===== src/verilog/irq_seq_defines.vh =====
// offsets, field positions, reset values and vector constants of the interrupt sequencer
`ifndef IRQ_SEQ_DEFINES_VH
`define IRQ_SEQ_DEFINES_VH

// register byte addresses (avalon word aligned)
`define REG_EDGE_POLARITY 6'h00
`define REG_REQUEST_1 6'h04
`define REG_REQUEST_2 6'h08
`define REG_CONTROL_1 6'h0C
`define REG_CONTROL_2 6'h10
`define REG_COLLISION_CTRL 6'h14
`define REG_SEQ_STATUS 6'h18

// edge polarity register fields
`define EDGE_EXT_A_BIT 0
`define EDGE_EXT_B_BIT 1
`define EDGE_CNT_A_BIT 2
`define EDGE_CNT_B_BIT 3
`define KEY_WAKE_SEL_BIT 4
`define EDGE_POLARITY_RESET 5'h00

// request / enable bit positions, lower index is higher priority
`define SRC_EXT_A 0
`define SRC_EXT_B_KEY 1
`define SRC_CNT_A 2
`define SRC_CNT_B 3
`define SRC_TIMER_X 4
`define SRC_TIMER_Y 5
`define SRC_TIMER_1 6
`define SRC_TIMER_2 7
`define SRC_RX 8
`define SRC_TX 9
`define SRC_ARB 10
`define SRC_ADC 11
`define SRC_COUNT 4'hC
`define REQUEST_RESET 12'h000
`define ENABLE_RESET 12'h000
`define COLLISION_RESET 1'b0

// vectors: low byte address of source i is VECTOR_TOP - 2*i
`define VECTOR_TOP 16'hFFFC
`define BREAK_VECTOR 16'hFFE4
`define BREAK_PC_STEP 16'h0002
`define BREAK_FLAG_BIT 4

`endif


===== src/verilog/vectored_interrupt_sequencer.v =====
// fixed-priority vectored interrupt sequencer with avalon-mm register slave
// Function
// key select set and stop/wait mode: any low key input raises key wakeup request
// outside stop/wait the key wakeup source raises no request
// key wakeup and external b share request bit, enable bit, vector; select picks
// low key input when stop/wait executes raises key request at once
// each counter pin requests on rising or falling edge per its select bit
// edge select bits reset to 0 (falling); enables reset 0, disable flag 1
// counter pin edge detection runs always; software keeps enables 0 for ports
// each timer underflow sets that timer's request bit
// received word moving into receive buffer raises receive request
// transmit buffer empty or shift finished raises transmit request
// collision enable and txd/rxd mismatch during serial use raises arbitration request
// conversion complete raises converter request
// every hardware request sets its request bit to 1
// hardware request accepted only if enable is 1 and disable flag is 0
// break sets break flag and is accepted regardless of enables and flag
// current instruction completes before program flow is suspended
// push pc high byte, then pc low byte, then status
// load vector into pc, set disable flag, clear request except for break
// return pulls status, pc low, pc high, then resumes at restored address
// break adds 2 to pc before pushing it
// order: finish instruction, pipeline post-processing, pushes, vector fetch
// simultaneous acceptable requests: highest fixed priority wins
// software writes may clear request bits but never set them
// unaccepted request stays set until accepted or cleared by software
//
// The implementer's own choices: the address map and the Avalon-MM slave port.
`timescale 1ns/1ps
`default_nettype none
`include "irq_seq_defines.vh"

module vectored_interrupt_sequencer (
   input wire clk,
   input wire arst_n,
   // avalon-mm slave
   input wire [5:0] address,
   input wire read,
   input wire write,
   input wire [31:0] writedata,
   output reg [31:0] readdata,
   output reg waitrequest,
   // interrupt sources
   input wire external_irq_a,
   input wire external_irq_b,
   input wire counter_pin_a,
   input wire counter_pin_b,
   input wire [7:0] key_port,
   input wire [7:0] key_port_is_input,
   input wire [3:0] timer_underflow,
   input wire rx_word_moved,
   input wire tx_buffer_empty,
   input wire tx_shift_done,
   input wire serial_active,
   input wire txd_level,
   input wire rxd_level,
   input wire adc_done,
   // cpu core side
   input wire stop_wait_mode,
   input wire stop_instruction,
   input wire wait_instruction,
   input wire instr_done,
   input wire break_instruction,
   input wire return_from_irq_instruction,
   input wire disable_flag,
   input wire [15:0] pc_in,
   input wire [7:0] status_in,
   input wire [7:0] stack_rdata,
   input wire [7:0] vector_rdata,
   output reg seq_busy,
   output reg stack_push,
   output reg stack_pull,
   output reg [7:0] stack_wdata,
   output reg vector_rd,
   output reg [15:0] vector_addr,
   output reg pc_load,
   output reg [15:0] pc_value,
   output reg status_load,
   output reg [7:0] status_value,
   output reg set_disable,
   output reg set_break,
   output reg wake_request
);

   localparam [3:0] ST_IDLE = 4'h0;
   localparam [3:0] ST_POST = 4'h1;
   localparam [3:0] ST_PUSH_H = 4'h2;
   localparam [3:0] ST_PUSH_L = 4'h3;
   localparam [3:0] ST_PUSH_P = 4'h4;
   localparam [3:0] ST_VEC_L = 4'h5;
   localparam [3:0] ST_VEC_H = 4'h6;
   localparam [3:0] ST_LOAD = 4'h7;
   localparam [3:0] ST_PULL_P = 4'h8;
   localparam [3:0] ST_PULL_L = 4'h9;
   localparam [3:0] ST_PULL_H = 4'hA;
   localparam [3:0] ST_RLOAD = 4'hB;

   // index of the highest priority set bit; SRC_COUNT when none
   function [3:0] top_source;
      input [11:0] bits;
      integer i;
      begin
         top_source = `SRC_COUNT;
         for (i = `SRC_COUNT - 1; i >= 0; i = i - 1) begin
            if (bits[i]) begin
               top_source = i[3:0];
            end
         end
      end
   endfunction

   function [15:0] vector_of;
      input [3:0] src;
      begin
         vector_of = `VECTOR_TOP - {11'h000, src, 1'b0};
      end
   endfunction

   function edge_seen;
      input prev;
      input now;
      input rising;
      begin
         edge_seen = rising ? (!prev && now) : (prev && !now);
      end
   endfunction

   reg [4:0] edge_polarity;
   reg [11:0] request;
   reg [11:0] enable;
   reg collision_en;
   reg [3:0] pin_prev;
   reg edges_armed;
   reg [3:0] state;
   reg [3:0] accepted_src;
   reg is_break;
   reg [15:0] saved_pc;
   reg [7:0] saved_status;
   reg [7:0] low_byte;

   wire key_sel = edge_polarity[`KEY_WAKE_SEL_BIT];
   wire in_stop_wait = stop_wait_mode || stop_instruction || wait_instruction;
   wire key_low = |(~key_port & key_port_is_input);
   wire key_event = key_sel && in_stop_wait && key_low;
   wire ext_a_edge = edges_armed &&
      edge_seen(pin_prev[0], external_irq_a, edge_polarity[`EDGE_EXT_A_BIT]);
   wire ext_b_edge = edges_armed &&
      edge_seen(pin_prev[1], external_irq_b, edge_polarity[`EDGE_EXT_B_BIT]);
   // counter edges are detected whatever the pin's port role
   wire cnt_a_edge = edges_armed &&
      edge_seen(pin_prev[2], counter_pin_a, edge_polarity[`EDGE_CNT_A_BIT]);
   wire cnt_b_edge = edges_armed &&
      edge_seen(pin_prev[3], counter_pin_b, edge_polarity[`EDGE_CNT_B_BIT]);
   wire collision = collision_en && serial_active && (txd_level != rxd_level);

   reg [11:0] hw_set;
   always @* begin
      hw_set = 12'h000;
      hw_set[`SRC_EXT_A] = ext_a_edge;
      hw_set[`SRC_EXT_B_KEY] = key_sel ? key_event : ext_b_edge;
      hw_set[`SRC_CNT_A] = cnt_a_edge;
      hw_set[`SRC_CNT_B] = cnt_b_edge;
      hw_set[`SRC_TIMER_X] = timer_underflow[0];
      hw_set[`SRC_TIMER_Y] = timer_underflow[1];
      hw_set[`SRC_TIMER_1] = timer_underflow[2];
      hw_set[`SRC_TIMER_2] = timer_underflow[3];
      hw_set[`SRC_RX] = rx_word_moved;
      hw_set[`SRC_TX] = tx_buffer_empty || tx_shift_done;
      hw_set[`SRC_ARB] = collision;
      hw_set[`SRC_ADC] = adc_done;
   end

   wire [11:0] pending = request & enable;
   wire [3:0] top_pending = top_source(pending);
   wire can_accept = (pending != 12'h000) && !disable_flag;
   wire start_break = (state == ST_IDLE) && instr_done && break_instruction;
   wire start_irq = (state == ST_IDLE) && instr_done && !break_instruction &&
      !return_from_irq_instruction && can_accept;
   wire start_rti = (state == ST_IDLE) && instr_done && !break_instruction &&
      return_from_irq_instruction;

   wire sw_write = write && !waitrequest;

   // software clear mask: a written 1 keeps, a written 0 clears
   reg [11:0] sw_keep;
   always @* begin
      sw_keep = 12'hFFF;
      if (sw_write && address == `REG_REQUEST_1) begin
         sw_keep[7:0] = writedata[7:0];
      end
      if (sw_write && address == `REG_REQUEST_2) begin
         sw_keep[11:8] = writedata[3:0];
      end
   end

   // acceptance clears its own bit; break leaves the bits alone
   reg [11:0] accept_clear;
   always @* begin
      accept_clear = 12'h000;
      if (state == ST_LOAD && !is_break && accepted_src != `SRC_COUNT) begin
         accept_clear[accepted_src] = 1'b1;
      end
   end

   always @(posedge clk or negedge arst_n) begin
      if (!arst_n) begin
         request <= `REQUEST_RESET;
      end else begin
         // set wins over both clears, so no event is lost
         request <= (request & sw_keep & ~accept_clear) | hw_set;
      end
   end

   always @(posedge clk or negedge arst_n) begin
      if (!arst_n) begin
         pin_prev <= 4'h0;
         edges_armed <= 1'b0;
      end else begin
         pin_prev <= {counter_pin_b, counter_pin_a, external_irq_b, external_irq_a};
         // first sample after reset only primes the history
         edges_armed <= 1'b1;
      end
   end

   // register slave: one wait cycle, then the access completes
   always @(posedge clk or negedge arst_n) begin
      if (!arst_n) begin
         waitrequest <= 1'b1;
         readdata <= 32'h0000_0000;
         edge_polarity <= `EDGE_POLARITY_RESET;
         enable <= `ENABLE_RESET;
         collision_en <= `COLLISION_RESET;
      end else begin
         waitrequest <= !((read || write) && waitrequest);
         if ((read || write) && waitrequest) begin
            case (address)
               `REG_EDGE_POLARITY: readdata <= {27'h0, edge_polarity};
               `REG_REQUEST_1: readdata <= {24'h0, request[7:0]};
               `REG_REQUEST_2: readdata <= {28'h0, request[11:8]};
               `REG_CONTROL_1: readdata <= {24'h0, enable[7:0]};
               `REG_CONTROL_2: readdata <= {28'h0, enable[11:8]};
               `REG_COLLISION_CTRL: readdata <= {31'h0, collision_en};
               `REG_SEQ_STATUS: readdata <= {19'h0, is_break, accepted_src, 4'h0, state};
               default: readdata <= 32'h0000_0000;
            endcase
         end
         if (sw_write) begin
            case (address)
               `REG_EDGE_POLARITY: edge_polarity <= writedata[4:0];
               `REG_CONTROL_1: enable[7:0] <= writedata[7:0];
               `REG_CONTROL_2: enable[11:8] <= writedata[3:0];
               `REG_COLLISION_CTRL: collision_en <= writedata[0];
               default: collision_en <= collision_en;
            endcase
         end
      end
   end

   // sequencer towards the cpu core
   always @(posedge clk or negedge arst_n) begin
      if (!arst_n) begin
         state <= ST_IDLE;
         accepted_src <= `SRC_COUNT;
         is_break <= 1'b0;
         saved_pc <= 16'h0000;
         saved_status <= 8'h00;
         low_byte <= 8'h00;
         seq_busy <= 1'b0;
         stack_push <= 1'b0;
         stack_pull <= 1'b0;
         stack_wdata <= 8'h00;
         vector_rd <= 1'b0;
         vector_addr <= 16'h0000;
         pc_load <= 1'b0;
         pc_value <= 16'h0000;
         status_load <= 1'b0;
         status_value <= 8'h00;
         set_disable <= 1'b0;
         set_break <= 1'b0;
         wake_request <= 1'b0;
      end else begin
         stack_push <= 1'b0;
         stack_pull <= 1'b0;
         vector_rd <= 1'b0;
         pc_load <= 1'b0;
         status_load <= 1'b0;
         set_disable <= 1'b0;
         set_break <= 1'b0;
         // enabled pending request ends stop/wait regardless of the flag
         wake_request <= (pending != 12'h000);
         case (state)
            ST_IDLE: begin
               seq_busy <= start_break || start_irq || start_rti;
               if (start_break) begin
                  is_break <= 1'b1;
                  // with masked requests pending, break takes the best of their vectors
                  accepted_src <= top_pending;
                  saved_pc <= pc_in + `BREAK_PC_STEP;
                  saved_status <= status_in | (8'h01 << `BREAK_FLAG_BIT);
                  set_break <= 1'b1;
                  state <= ST_POST;
               end else if (start_irq) begin
                  is_break <= 1'b0;
                  accepted_src <= top_pending;
                  saved_pc <= pc_in;
                  saved_status <= status_in;
                  state <= ST_POST;
               end else if (start_rti) begin
                  stack_pull <= 1'b1;
                  state <= ST_PULL_P;
               end
            end
            ST_POST: begin
               // pipeline post-processing slot before any push
               state <= ST_PUSH_H;
            end
            ST_PUSH_H: begin
               stack_push <= 1'b1;
               stack_wdata <= saved_pc[15:8];
               state <= ST_PUSH_L;
            end
            ST_PUSH_L: begin
               stack_push <= 1'b1;
               stack_wdata <= saved_pc[7:0];
               state <= ST_PUSH_P;
            end
            ST_PUSH_P: begin
               stack_push <= 1'b1;
               stack_wdata <= saved_status;
               state <= ST_VEC_L;
            end
            ST_VEC_L: begin
               vector_rd <= 1'b1;
               vector_addr <= (accepted_src == `SRC_COUNT) ? `BREAK_VECTOR :
                  vector_of(accepted_src);
               state <= ST_VEC_H;
            end
            ST_VEC_H: begin
               low_byte <= vector_rdata;
               vector_rd <= 1'b1;
               vector_addr <= vector_addr + 16'h0001;
               state <= ST_LOAD;
            end
            ST_LOAD: begin
               pc_load <= 1'b1;
               pc_value <= {vector_rdata, low_byte};
               set_disable <= 1'b1;
               seq_busy <= 1'b0;
               state <= ST_IDLE;
            end
            ST_PULL_P: begin
               stack_pull <= 1'b1;
               state <= ST_PULL_L;
            end
            ST_PULL_L: begin
               status_value <= stack_rdata;
               stack_pull <= 1'b1;
               state <= ST_PULL_H;
            end
            ST_PULL_H: begin
               low_byte <= stack_rdata;
               state <= ST_RLOAD;
            end
            ST_RLOAD: begin
               pc_value <= {stack_rdata, low_byte};
               pc_load <= 1'b1;
               status_load <= 1'b1;
               seq_busy <= 1'b0;
               state <= ST_IDLE;
            end
            default: begin
               seq_busy <= 1'b0;
               state <= ST_IDLE;
            end
         endcase
      end
   end

endmodule
`default_nettype wire


===== config.mk =====
export PLATFORM = sky130hd
export DESIGN_NAME = vectored_interrupt_sequencer
export DESIGN_NICKNAME = d
export VERILOG_FILES = /design/src/verilog/vectored_interrupt_sequencer.v
export VERILOG_INCLUDE_DIRS = /design/src /design/src/verilog
export SDC_FILE = /design/constraint.sdc
export NUM_CORES = 1
export LEC_CHECK = 0
export ABC_AREA = 0
export BUFFER_PORTS_ARGS = -buffer_cell sky130_fd_sc_hd__buf_2
export CAP_MARGIN = 10
export CORE_MARGIN = 2
export CORE_UTILIZATION = 35
export CTS_BUF_LIST = sky130_fd_sc_hd__clkbuf_4 sky130_fd_sc_hd__clkbuf_8
export DETAILED_ROUTE_END_ITERATION = 10
export PLACE_DENSITY = 0.57
export REMOVE_ABC_BUFFERS = 1
export SYNTH_ARGS = -nofsm -noshare
export SYNTH_HDL_FRONTEND = slang
export SYNTH_SLANG_ARGS = --single-unit

===== constraint.sdc =====
create_clock -name clk -period 3.1 [get_ports clk]
set_input_delay 0.62 -clock clk [delete_from_list [all_inputs] [get_ports clk]]
set_output_delay 0.62 -clock clk [all_outputs]
set_load 0.01 [all_outputs]

## Yosys cells after proc, flatten, opt, wreduce, memory -nomap -nowiden

Cells that the tools add are included.

| word-level totals | value |
|---|---|
| register bits | 166 |
| input bits | 120 |

| operators by class | value |
|---|---|
| eq/ne operators | 21 |
| order comparisons | 2 |
| mux-type cells | 52 |
| bitwise operators | 7 |
| add/sub/neg operators | 3 |
| reductions and logical operators | 69 |

Operators with widths:

| kind | number |
|---|---|
| case mux 13 bit (7 select lines) | 1 |
| case mux 16 bit (2 select lines) | 2 |
| two-way mux 4 bit | 14 |
| two-way mux 16 bit | 3 |
| case mux 4 bit (10 select lines) | 1 |
| bitwise AND 12 bit | 3 |
| logical AND 1 bit | 30 |
| two-way mux 8 bit | 3 |
| case mux 8 bit (3 select lines) | 1 |
| == test 4 bit, second input constant | 5 |
| == test 6 x 5 -> 1 bit, second input constant | 3 |
| two-way mux 1 bit | 18 |
| adder 16 x 1 -> 16 bit, second input constant | 1 |
| adder 16 x 2 -> 16 bit, second input constant | 1 |
| == test 4 x 3 -> 1 bit, second input constant | 4 |
| case mux 8 bit (2 select lines) | 1 |
| logical NOT 1 bit | 14 |
| == test 6 x 4 -> 1 bit, second input constant | 2 |
| two-way mux 12 bit | 1 |
| two-way mux 3 bit | 4 |
| inverter 12 bit | 1 |
| bitwise OR 12 bit | 1 |
| nonzero test 12 bit | 1 |
| AND reduction 2 bit | 5 |
| 21 further kinds | 34 |

## Depth between registers and ports, before layout

Gate-level depths: netlist of run 1.

| depth | value |
|---|---|
| depth after elaboration | 15 |
| depth in mapped cells | 8 |
| depth with buffers taken out | 7 |

## Worst setup path after synthesis of run 1

OpenSTA, ideal clock, no wires.

| path | value |
|---|---|
| path type | input to register |
| from | input port address[5] |
| to | register enable[0] |
| setup slack | 1.083 ns |
| data required time | 2.975 ns |
| path buffers | 0 |
| data arrival time | 1.892 ns |
| cell stages on the path | 4 |
| cell sequence | nor4_4 > nand2_1 > nor2_1 > mux2_2 |

| on the way | value |
|---|---|
| longest elaborated chain between the ends | 2 |

RTL lines:

| item | line | text |
|---|---|---|
| from (decl) | vectored_interrupt_sequencer.v:37 | `input wire [5:0] address,` |
| == test 6 x 4 -> 1 bit | vectored_interrupt_sequencer.v:248 | `case (address)` |
| AND reduction 2 bit (no line) | -- |  |
| to (signal assigned) | vectored_interrupt_sequencer.v:231 | `` enable <= `ENABLE_RESET; `` |
| to (signal assigned) | vectored_interrupt_sequencer.v:250 | `` `REG_CONTROL_1: enable[7:0] <= writedata[7:0]; `` |
| to (decl) | vectored_interrupt_sequencer.v:130 | `reg [11:0] enable;` |

No other way between the ends.
A chain may end at the register's enable or synchronous reset.

## Final worst setup path of run 1

| path | value |
|---|---|
| from | register state[2] |
| to | register accepted_src[1] |

| on the way | value |
|---|---|
| longest elaborated chain between the ends | 7 |

RTL lines:

| item | line | text |
|---|---|---|
| from (decl) | vectored_interrupt_sequencer.v:134 | `reg [3:0] state;` |
| from (signal assigned) | vectored_interrupt_sequencer.v:262 | `state <= ST_IDLE;` |
| from (signal assigned) | vectored_interrupt_sequencer.v:301 | `state <= ST_POST;` |
| from (signal assigned) | vectored_interrupt_sequencer.v:307 | `state <= ST_POST;` |
| logical NOT 4 bit * | vectored_interrupt_sequencer.v:176, vectored_interrupt_sequencer.v:177, vectored_interrupt_sequencer.v:291 |  |
| logical AND 1 bit | vectored_interrupt_sequencer.v:176, vectored_interrupt_sequencer.v:177 |  |
| logical AND 1 bit (2 in series) | vectored_interrupt_sequencer.v:177 | `wire start_irq = (state == ST_IDLE) && instr_done && !break_instruction &&` |
| logical AND 1 bit | vectored_interrupt_sequencer.v:178 | `!return_from_irq_instruction && can_accept;` |
| nonzero test 2 bit (no line) | -- |  |
| AND reduction 2 bit (no line) | -- |  |
| to (signal assigned) | vectored_interrupt_sequencer.v:263 | `` accepted_src <= `SRC_COUNT; `` |
| to (signal assigned) | vectored_interrupt_sequencer.v:297 | `accepted_src <= top_pending;` |
| to (signal assigned) | vectored_interrupt_sequencer.v:304 | `accepted_src <= top_pending;` |
| to (decl) | vectored_interrupt_sequencer.v:135 | `reg [3:0] accepted_src;` |

Every way passes the cells marked *; elsewhere a longest branch is shown, timed or not.

==> results of run 1 <==
-- path summary, 6_finish.rpt --
check | cells past startpoint | end | startpoint | slack (ps)
max reg2reg | 6 | accepted_src[1] | state[2] | 760
min | 1 | request[1] | arst_n | 90
min reg2reg | 2 | readdata[10] | readdata[10] | 480
max | 6 | accepted_src[1] | state[2] | 760
min in group clk | 1 | pin_prev[0] | external_irq_a | 300
max in group asynchronous | 2 | accepted_src[2] | arst_n | 2210
-- critical path: cells and delay by family, from the launching register on --
family | cells | cell delay (ps)
compound gates | 2 | 580
buf+inv | 1 | 210
flops | 1 | 620
simple gates | 3 | 810
-- metal layers --
metal  GRT usage  wire (um)
met4      0.0490        232
met2       0.280       8880
met3      0.0469       1170
met1       0.259       9080
met5           0          0
-- sequential cells by signal, summed over array words and instances (netlist names), 5 cells and up --
register / flops
edge_polarity: 5
enable: 12
low_byte: 8
pc_value: 16
readdata: 13
request: 12
saved_pc: 16
saved_status: 8
stack_wdata: 8
status_value: 8
vector_addr: 16
-- layout make-up --
cell class / instances / area (sq um) / share of cell area
clock buffers: 17 / 234 / 0.0264
clock inverters: 15 / 184 / 0.0208
inverters: 20 / 75.1 / 0.00847
multi-input cells: 540 / 3380 / 0.382
flip-flops and latches: 147 / 3680 / 0.416
well taps: 270 / 338 / 0.0381
repair buffers: 181 / 962 / 0.109
-- synth_stat cells (all sizes together) (4+ instances only) --
cell and count:
a21o 8, a21oi 23, a22o 8, a22oi 14
a31oi 30, and4 5, buf 31, clkbuf 15
dfrtp 144, ha 7, inv 19, mux2 42
mux2i 15, nand2 130, nand2b 8, nand3 30
nand4 8, nor2 50, nor2b 5, nor3 7
nor4 4, o211ai 4, o21ai 40, o22ai 9
o31ai 6, xnor2 4, xor2 20
-- metrics by stage --
stage | total power [mW] | setup slack (ps) | util | hold WS (ps)
after floorplan | 4.73 | 623 | - | 324
after global placement | 5.78 | 678 | 0.414 | 458
after detailed placement | 5.83 | 676 | 0.414 | 467
after CTS | 7.47 | 721 | 0.435 | 103
after global routing | 7.96 | 588 | 0.435 | 111
final | 7.38 | 758 | 0.435 | 93.6
-- power breakdown --
group	leakage [nW]	total [mW]	switching [mW]	internal, mW
combinational	2.04	2.60	1.47	1.13
sequential	1.75	3.16	0.575	2.59
clock	0.208	1.61	0.858	0.755
-- kinds of logic (layout without fill, tap and decap cells) --
| family | count (synthesis) | after routing | synth area share |
|---|---|---|---|
| xor+xnor | 24 | 24 | 0.0287 |
| other cells | 2 | 20 | 0.00103 |
| compound gates | 164 | 164 | 0.148 |
| mux | 57 | 57 | 0.0851 |
| simple gates | 268 | 268 | 0.175 |
| buf+inv | 66 | 233 | 0.0462 |
| flops | 147 | 147 | 0.503 |
| fa+ha+maj | 7 | 7 | 0.0120 |
==> summary.md, run 1 <==
| Metric | Value |
|---|---|
| Leak | between 4 and 5 nW |
| Largest area contributor in the netlist | dfrtp_1 |
| Synthesis-stage register bit count | roughly 150 |
| WL final | a little under 20000 um |
| WP data arrival | between 2000 and 3000 ps |
| Yosys cell types | between 60 and 70 |
| Hold_buf cts | 0 |
| Power density cells | approximately 830 nW/um^2 |
| Async SR Flop Fraction | 1.00 |
| Port-buffer cells | 166 |
| Critical path cell sequence | nor4_2 > nand3_2 > inv_2 > o31a_2 > nor2_1 > a31o_1 |
| Top FF cell, synth | dfrtp_1 |
| Fillers | between 2000 and 2500 |
| Clock Pin Slew Worst Setup and Hold Paths | about 90 ps |
| Final Hold Vio Count | 0 |
| Synthesized area | 7320 sq um |
| GRT Util Overall | 0.183 |
| Vias in the first global route | approximately 5900 |
| Die area | about 22000 sq um |
| Status | completed |
| CORE AREA | around 20000 sq um |
| CTS tree | yes |
| Slowest CP cell | dfrtp_1 |
| RSZ-0062 raised after global routing | false |
| Critical path endpoint category | register |
| # IOs | 210 |
| Syn. warnings | 0 |
| Setup Skew | about 14 ps |
| CTS Buffer Depth | 2 |
| Fmax | between 400 and 500 MHz |
| Non-Filler Instances | between 1000 and 1500 |
| Post-CTS sizing | 0 |
| First-pass GRT wire length | around 32000 um |
| Final period util | 0.755 |
| Overflow after GRT | 0 |
| Design area | about 8900 sq um |
| Synth top area share | 0.492 |
| Max Cap Viol | 0 |
| Maximum vdd ir drop | ~0.00030 V |
| Clock latency at the later pin of the worst-skew pair | between 400 and 500 ps |
| Min Tclk post-route | between 2000 and 2500 ps |
| Layout cells sized above 1 | 0.292 |
| H-tree depth | 4 |
| Actual slew at the worst max-slew pin | 627 ps |
| TritonCTS Buffers | 17 |
| Hold WC Path Type | in -> async |
| Post-CTS setup buffers | 0 |
| Area Growth Syn to Fin | 21.0% |
| Total clock sinks | between 100 and 150 |
| Total number of vias | roughly 6000 |
| CTS Root Buffer Type | clkbuf_8 |
| Net count, final | 1034 |
| Commonest non-fill, non-tap cells in the layout | 165 x buf_2, 144 x dfrtp_1, 130 x nand2_1 |
| Slowest stage delay, CP | approximately 620 ps |
| DR pass1 iterations | 5 |
| Iteration-0 DRC count of the detailed router | 391 |
| Inserted Diodes | 0 |
| DRC viols | 0 |
| HPWL Detailed | about 14000 um |
| Largest cells by area after synthesis | dfrtp_1 49%, nand2_1 6.7%, mux2_2 4.9% |
| Post-place instance area | 8440 sq um |
| Post-synthesis sequential area ratio | 0.503 |
| Placed cell count | 1158 |
| Startpoint Class | register |
| Syn Inst Count | between 700 and 800 |
| Crit path required time | roughly 3500 ps |
| Number of enable flip-flop cells after synthesis | 0 |
| Crit path max fanout | 18 |
| Mean Syn Cell Area | about 10 sq um |
| Setup-failing EPs final | 0 |
| Die W | between 100 and 150 um |
| Largest net degree at the start of global routing | 75 |
| CP Class | reg -> reg |
| Post-route ant nets | 0 |
| Slew Limit Fails | 0 |
| Vias/cell | 5.05 |
| Die height | approximately 150 um |
| Commonest non-fill, non-tap cell in the layout | buf_2 |
| Relative slew slack | 0.582 |
| Final setup TNS | 0 ps |
| Starting Density | 0.359 |
| Wire length per cell | roughly 16 um |
| Initial antenna violation count | 0 |
| Std-Cell Rows | 52 |
| GPL Wtd Cong | a little over 0.8 |
(Power assumes the default switching activity.)
==> run 2: changes to the inputs <==
- PLACE_DENSITY: 0.57 -> 0.59
- clock period: 3.1 -> 2.1 ns (I/O delays scaled with it)
==> run 2 against run 1 <==
Against the previous run: worst hold slack lost 8.8 ps; design area increased by 2.4%; first-iteration DRC count down 23%; core utilization increased by 1.1 points; via count grew 2.0%; clock-buffer cell count unchanged; routed wire length rose by 1.9%; cell count increased by 2.5%; register-to-register slack got worse by 680 ps; sequential cell count unchanged; clock skew rose by 0.53 ps; sequential power grew 44%.
==> summary.md, run 2 (synthesized netlist as in run 1, its figures left out) <==
| Metric | Value |
|---|---|
| Status | completed |
| Iteration-0 DRC count of the detailed router | 301 (-23%) |
| Crit path max fanout | 16 (-2) |
| Final period util | 0.962 (+0.207) |
| GPL Wtd Cong | 0.832 (+2.1%) |
| Flop2flop setup slack | 80 ps (-680 ps) |
| Hold WC Path Type | in -> reg |
| Setup-failing EPs final | 0 (unchanged) |
| Net count, final | 1064 (+2.9%) |
| Clock latency at the later pin of the worst-skew pair | 470 ps (about the same) |
| H-tree depth | 4 (unchanged) |
| Biggest regs | pc_value x16, saved_pc x16, vector_addr x16 |
| Post-place instance area | 8680 sq um (+2.9%) |
| Pre-CTS WS | 85.7 ps (-591 ps) |
| Setup Skew | 14.2 ps (+0.531 ps) |
| Inserted Diodes | 0 (unchanged) |
| HPWL Detailed | 14800 um (+3.6%) |
| Min Tclk post-route | 2020 ps (-321 ps) |
| Area Growth Syn to Fin | 24.0% |
| Die height | 149 um (unchanged) |
| Largest net degree at the start of global routing | 46 (-39%) |
| CTS Root Buffer Type | clkbuf_8 |
| Fmax | 495 MHz (+16%) |
| Register area | 3680 sq um (unchanged) |
| PnR worst setup slack | 79.1 ps (-679 ps) |
| Final Hold Vio Count | 0 (unchanged) |
| WP data arrival | 2370 ps (-320 ps) |
| Post-route ant nets | 0 (unchanged) |
| CTS Buffer Depth | 2 (unchanged) |
| Power density cells | 1200 nW/um^2 (+44%) |
| Vias/cell | 5.03 (-0.55%) |
| DRC viols | 0 (unchanged) |
| Post-CTS setup buffers | 0 (unchanged) |
| Leak | 4.13 nW (+3.3%) |
| DR pass1 iterations | 4 (-1) |
| # IOs | 210 (unchanged) |
| Critical path endpoint category | register |
| Overflow after GRT | 0 (unchanged) |
| Actual slew at the worst max-slew pin | 637 ps (+9.64 ps) |
| CP Class | reg -> reg |
| GRT Util Overall | 0.186 (+0.00307) |
| Crit path required time | 2450 ps (-1000 ps) |
| Die W | 149 um (unchanged) |
| CORE AREA | 20400 sq um (unchanged) |
| Port-buffer cells | 166 (unchanged) |
| Initial antenna violation count | 0 (unchanged) |
| Starting Density | 0.359 (unchanged) |
| Multi-input gate area | 3390 sq um (+0.15%) |
| Layout cells sized above 1 | 0.315 (+0.0223) |
| First-pass GRT wire length | 32100 um (+1.1%) |
| Std-Cell Rows | 52 (unchanged) |
| Vias in the first global route | 6013 (+2.8%) |
| Wire length per cell | 16.2 um (-0.60%) |
| Slew Limit Fails | 0 (unchanged) |
| CTS tree | yes |
| Max Cap Viol | 0 (unchanged) |
| Design area | 9070 sq um (+2.4%) |
| Clock Pin Slew Worst Setup and Hold Paths | 90 ps (about the same) |
| Commonest non-fill, non-tap cells in the layout | 165 x buf_2, 144 x dfrtp_1, 130 x nand2_1 |
| Maximum vdd ir drop | 0.000469 V (+57%) |
| Die area | 22100 sq um (unchanged) |
| Total clock sinks | 147 (unchanged) |
| RSZ-0062 raised after global routing | false |
| Startpoint Class | register |
| Final setup TNS | 0 ps (unchanged) |
| Relative slew slack | 0.574 (-0.00800) |
| Total number of vias | 6132 (+2.0%) |
| Commonest non-fill, non-tap cell in the layout | buf_2 |
| TritonCTS Buffers | 17 (unchanged) |
| Fillers | 2018 (-1.4%) |
| WL final | 19700 um (+1.9%) |
run 2: layout make-up:
class,count,area share
Sequential cell,147,0.406
Clock inverter,15,0.0157
Multi-Input combinational cell,540,0.373
Clock buffer,17,0.0258
Inverter,20,0.00827
Tap cell,270,0.0372
Timing Repair Buffer,211,0.134
run 2: final timing paths:
check | startpoint | endpoint | depth (start not counted)
max in group asynchronous | arst_n | accepted_src[3] | 3
max reg2reg | enable[4] | accepted_src[1] | 5
min in group asynchronous | arst_n | request[10] | 2
min | external_irq_b | pin_prev[1] | 1
min reg2reg | readdata[11] | readdata[11] | 2
max | enable[4] | accepted_src[1] | 5
run 2: critical path, stage by stage, from the launching register on:
cell and delay (ps):
dfrtp_1 430, a22oi_1 370, nand4_1 180, buf_4 200, o31a_2 480, a31o_1 260
run 2: what timing repair did:
action	4_1_cts	5_1_grt
resized for setup	0	1
hold buffers	1	0
endpoints found under the setup margin	0	17
endpoints found under the hold margin	34	0
run 2: where the power goes:
| part | switching [mW] | total [mW] | internal (mW) | leakage (nW) |
|---|---|---|---|---|
| Combinational | 2.34 | 4.18 | 1.84 | 2.19 |
| Clock | 1.25 | 2.12 | 0.871 | 0.188 |
| Sequential | 0.723 | 4.54 | 3.82 | 1.75 |
| Total | 4.32 | 10.8 | 6.53 | 4.13 |
run 2: metal layers:
layer,up-vias,part of all wire,track usage
li1,2984,-,-
met1,2941,0.47,0.261
met2,178,0.46,0.284
met3,29,0.057,0.0429
met4,0,0.020,0.0629
met5,-,0,0
run 2: per-stage QoR:
step                      hold slack [ps]  utilization  power, mW  cells
after detailed placement              366        0.426       8.80   1187
after global placement                365        0.426       8.72   1187
final                                84.7        0.446       10.8   1220
after global routing                 50.5        0.446       11.7   1220
after CTS                            55.0        0.445       11.0   1220
after floorplan                       124            -       6.98    707
==> run 3: changes to the inputs <==
- BUFFER_PORTS_ARGS: -buffer_cell sky130_fd_sc_hd__buf_2 -> unset
- CELL_PAD_IN_SITES_DETAIL_PLACEMENT: unset -> 0
- CELL_PAD_IN_SITES_GLOBAL_PLACEMENT: unset -> 1
- DONT_BUFFER_PORTS: unset -> 1
- PLACE_DENSITY: 0.59 -> 0.62
==> run 3 against run 2 <==
Against the previous run: the run now ends with negative hold slack left; largest power group unchanged; die area is the same; largest cell class unchanged; sequential cell count did not move; clock-buffer cell count is 2 higher; core utilization down 4.1 points; via count down 9.3%; sequential power is 8.1% higher; design area is 9.2% lower; routed wire length up 2.7%; maximum frequency rose by 2.8%; total power decreased by 3.1%; critical path depth grew 2.
==> summary.md, run 3 (synthesized netlist as in run 1, its figures left out) <==
| Metric | Value |
|---|---|
| Net count, final | 893 (-16%) |
| CP dominant cell by count | buf_4 |
| Post-CTS setup buffers | 0 (unchanged) |
| Actual slew at the worst max-slew pin | 689 ps (+52.2 ps) |
| Biggest regs | pc_value x16, saved_pc x16, vector_addr x16 |
| Final core occ | 0.405 (-0.0411) |
| CTS Root Buffer Type | clkbuf_8 |
| Hold_buf cts | 4 (+3) |
| H-tree depth | 4 (unchanged) |
| Vias/cell | 5.30 (+5.5%) |
| CTS tree | yes |
| Pre-CTS WS | -51.8 ps (-138 ps) |
| CP top delay family | compound AO/OA/AOI/OAI gates |
| Port-buffer cells | 0 (-100%) |
| Post-route ant nets | 0 (unchanged) |
| Die W | 149 um (unchanged) |
| Layout cells sized above 1 | 0.164 (-0.150) |
| Grt peak-use layer | met2 |
| Final period util | 0.936 (-0.0265) |
| Slew Limit Fails | 0 (unchanged) |
| Crit path to | accepted_src[0] |
| GRT met1 Usage | 0.247 (-0.0144) |
| WP data arrival | 2330 ps (-40 ps) |
| Relative slew slack | 0.539 (-0.0350) |
| First-pass GRT wire length | 32400 um (+0.86%) |
| # IOs | 210 (unchanged) |
| Crit path from | state[2] |
| Min Tclk post-route | 1970 ps (-55.6 ps) |
| Commonest non-fill, non-tap cell in the layout | dfrtp_1 |
| Final hold slack | -348 ps (-433 ps) |
| Iteration-0 DRC count of the detailed router | 336 (+12%) |
| Flop2flop setup slack | 130 ps (+60 ps) |
| Wire length per cell | 19.3 um (+19%) |
| Max Cap Viol | 0 (unchanged) |
| Die area | 22100 sq um (unchanged) |
| Leak | 3.46 nW (-16%) |
| CP Class | reg -> reg |
| Design area | 8240 sq um (-9.2%) |
| Inserted Diodes | 0 (unchanged) |
| HPWL Detailed | 14800 um (-0.30%) |
| PnR worst setup slack | 135 ps (+55.6 ps) |
| Met2 usage | 0.301 (+0.0169) |
| Setup Skew | 18.6 ps (+4.37 ps) |
| Clock Pin Slew Worst Setup and Hold Paths | 100 ps (about the same) |
| Commonest non-fill, non-tap cells in the layout | 144 x dfrtp_1, 130 x nand2_1, 49 x nor2_1 |
| Largest net degree at the start of global routing | 148 (+220%) |
| Failing checks | negative hold slack |
| Status | complete, but fails checks |
| Crit path max fanout | 8 (-8) |
| Post-place instance area | 7760 sq um (-11%) |
| Slowest CP cell | dfrtp_1 |
| Crit path required time | 2470 ps (+20 ps) |
| GPL Wtd Cong | 0.866 (+4.1%) |
| Total clock sinks | 147 (unchanged) |
| WL final | 20300 um (+2.7%) |
| Terminus of the critical flop-to-flop path | accepted_src[0] |
| Worst reg2reg path startpoint | state[2] |
| R2R cell count | 7 (+2) |
| Initial antenna violation count | 0 (unchanged) |
| Fmax | 509 MHz (+2.8%) |
| Area Growth Syn to Fin | 12.6% |
| Final Hold Vio Count | 144 (+144) |
| DRC viols | 0 (unchanged) |
| GRT Util Overall | 0.189 (+0.00301) |
| Clock latency at the later pin of the worst-skew pair | 460 ps (about the same) |
| Die height | 149 um (unchanged) |
| Std-Cell Rows | 52 (unchanged) |
| TritonCTS Buffers | 17 (unchanged) |
| Sum of buffers and inverters on the critical path | 2 (+1) |
| CORE AREA | 20400 sq um (unchanged) |
| Critical path cell sequence | nor4_2 > buf_4 > o211a_2 > o31ai_4 > buf_4 > a211o_1 > o22ai_1 |
| Startpoint Class | register |
| Critical path endpoint category | register |
| Hold WC Path Type | in -> async |
| DR pass1 iterations | 5 (+1) |
| Overflow after GRT | 0 (unchanged) |
| GR Util met3 | 0.0592 (+0.0163) |
| CP Depth | 7 (+2) |
| Total number of vias | 5564 (-9.3%) |
| RSZ-0062 raised after global routing | false |
| Starting Density | 0.359 (unchanged) |
| Maximum vdd ir drop | 0.000525 V (+12%) |
| Vias in the first global route | 5767 (-4.1%) |
| CTS Buffer Depth | 2 (unchanged) |
| Slowest stage delay, CP | 440 ps (-40 ps) |
| Power density cells | 1280 nW/um^2 (+6.7%) |
| Setup-failing EPs final | 0 (unchanged) |
run 3: layout make-up:
| type | instances | area, sq um |
|---|---|---|
| Tap cell | 270 | 338 |
| Clock inverter | 13 | 140 |
| Sequential cell | 147 | 3680 |
| Timing Repair Buffer | 40 | 327 |
| Clock buffer | 19 | 262 |
| Multi-Input combinational cell | 540 | 3410 |
| Inverter | 20 | 75.1 |
| Fill cell | 2016 | 12100 |
run 3: report_power, final:
part | internal, mW | total (mW) | switching [mW]
clock network | 1.04 | 2.29 | 1.25
registers | 3.82 | 4.91 | 1.09
logic | 1.48 | 3.30 | 1.83
total | 6.34 | 10.5 | 4.17
run 3: how the worst min path moves through the flow:
stage	slack, ps	start	cells past startpoint	end
2_1_floorplan	120	arst_n	0	accepted_src[0]
3_3_place_gp	130	arst_n	0	readdata[3]
3_5_place_dp	130	arst_n	0	readdata[3]
4_1_cts	-390	arst_n	0	request[7]
5_1_grt	-410	arst_n	0	request[7]
6_report	-350	arst_n	0	collision_en
run 3: what timing repair did:
action	in CTS	in global routing
gates resized for setup	1	6
setup endpoints to repair	1	8
hold endpoints to repair	151	147
gates cloned	0	0
run 3: metal layers:
| metal | share of wire | up-vias | wire, um |
|---|---|---|---|
| met3 | 0.071 | 18 | 1430 |
| met2 | 0.47 | 178 | 9620 |
| met1 | 0.44 | 2732 | 8930 |
| met4 | 0.014 | 0 | 286 |
| li1 | - | 2636 | - |
| met5 | 0 | - | 0 |
run 3: through the flow:
stage / setup TNS (ps) / total power [mW] / hold WS, ps / cells
6_report: 0 / 10.5 / -348 / 1049
5_1_grt: 0 / 11.3 / -408 / 1049
4_1_cts: 0 / 10.6 / -388 / 1049
3_5_place_dp: -51.8 / 8.28 / 129 / 1013
3_3_place_gp: 0 / 8.16 / 131 / 1013
2_1_floorplan: -6340 / 6.98 / 124 / 707
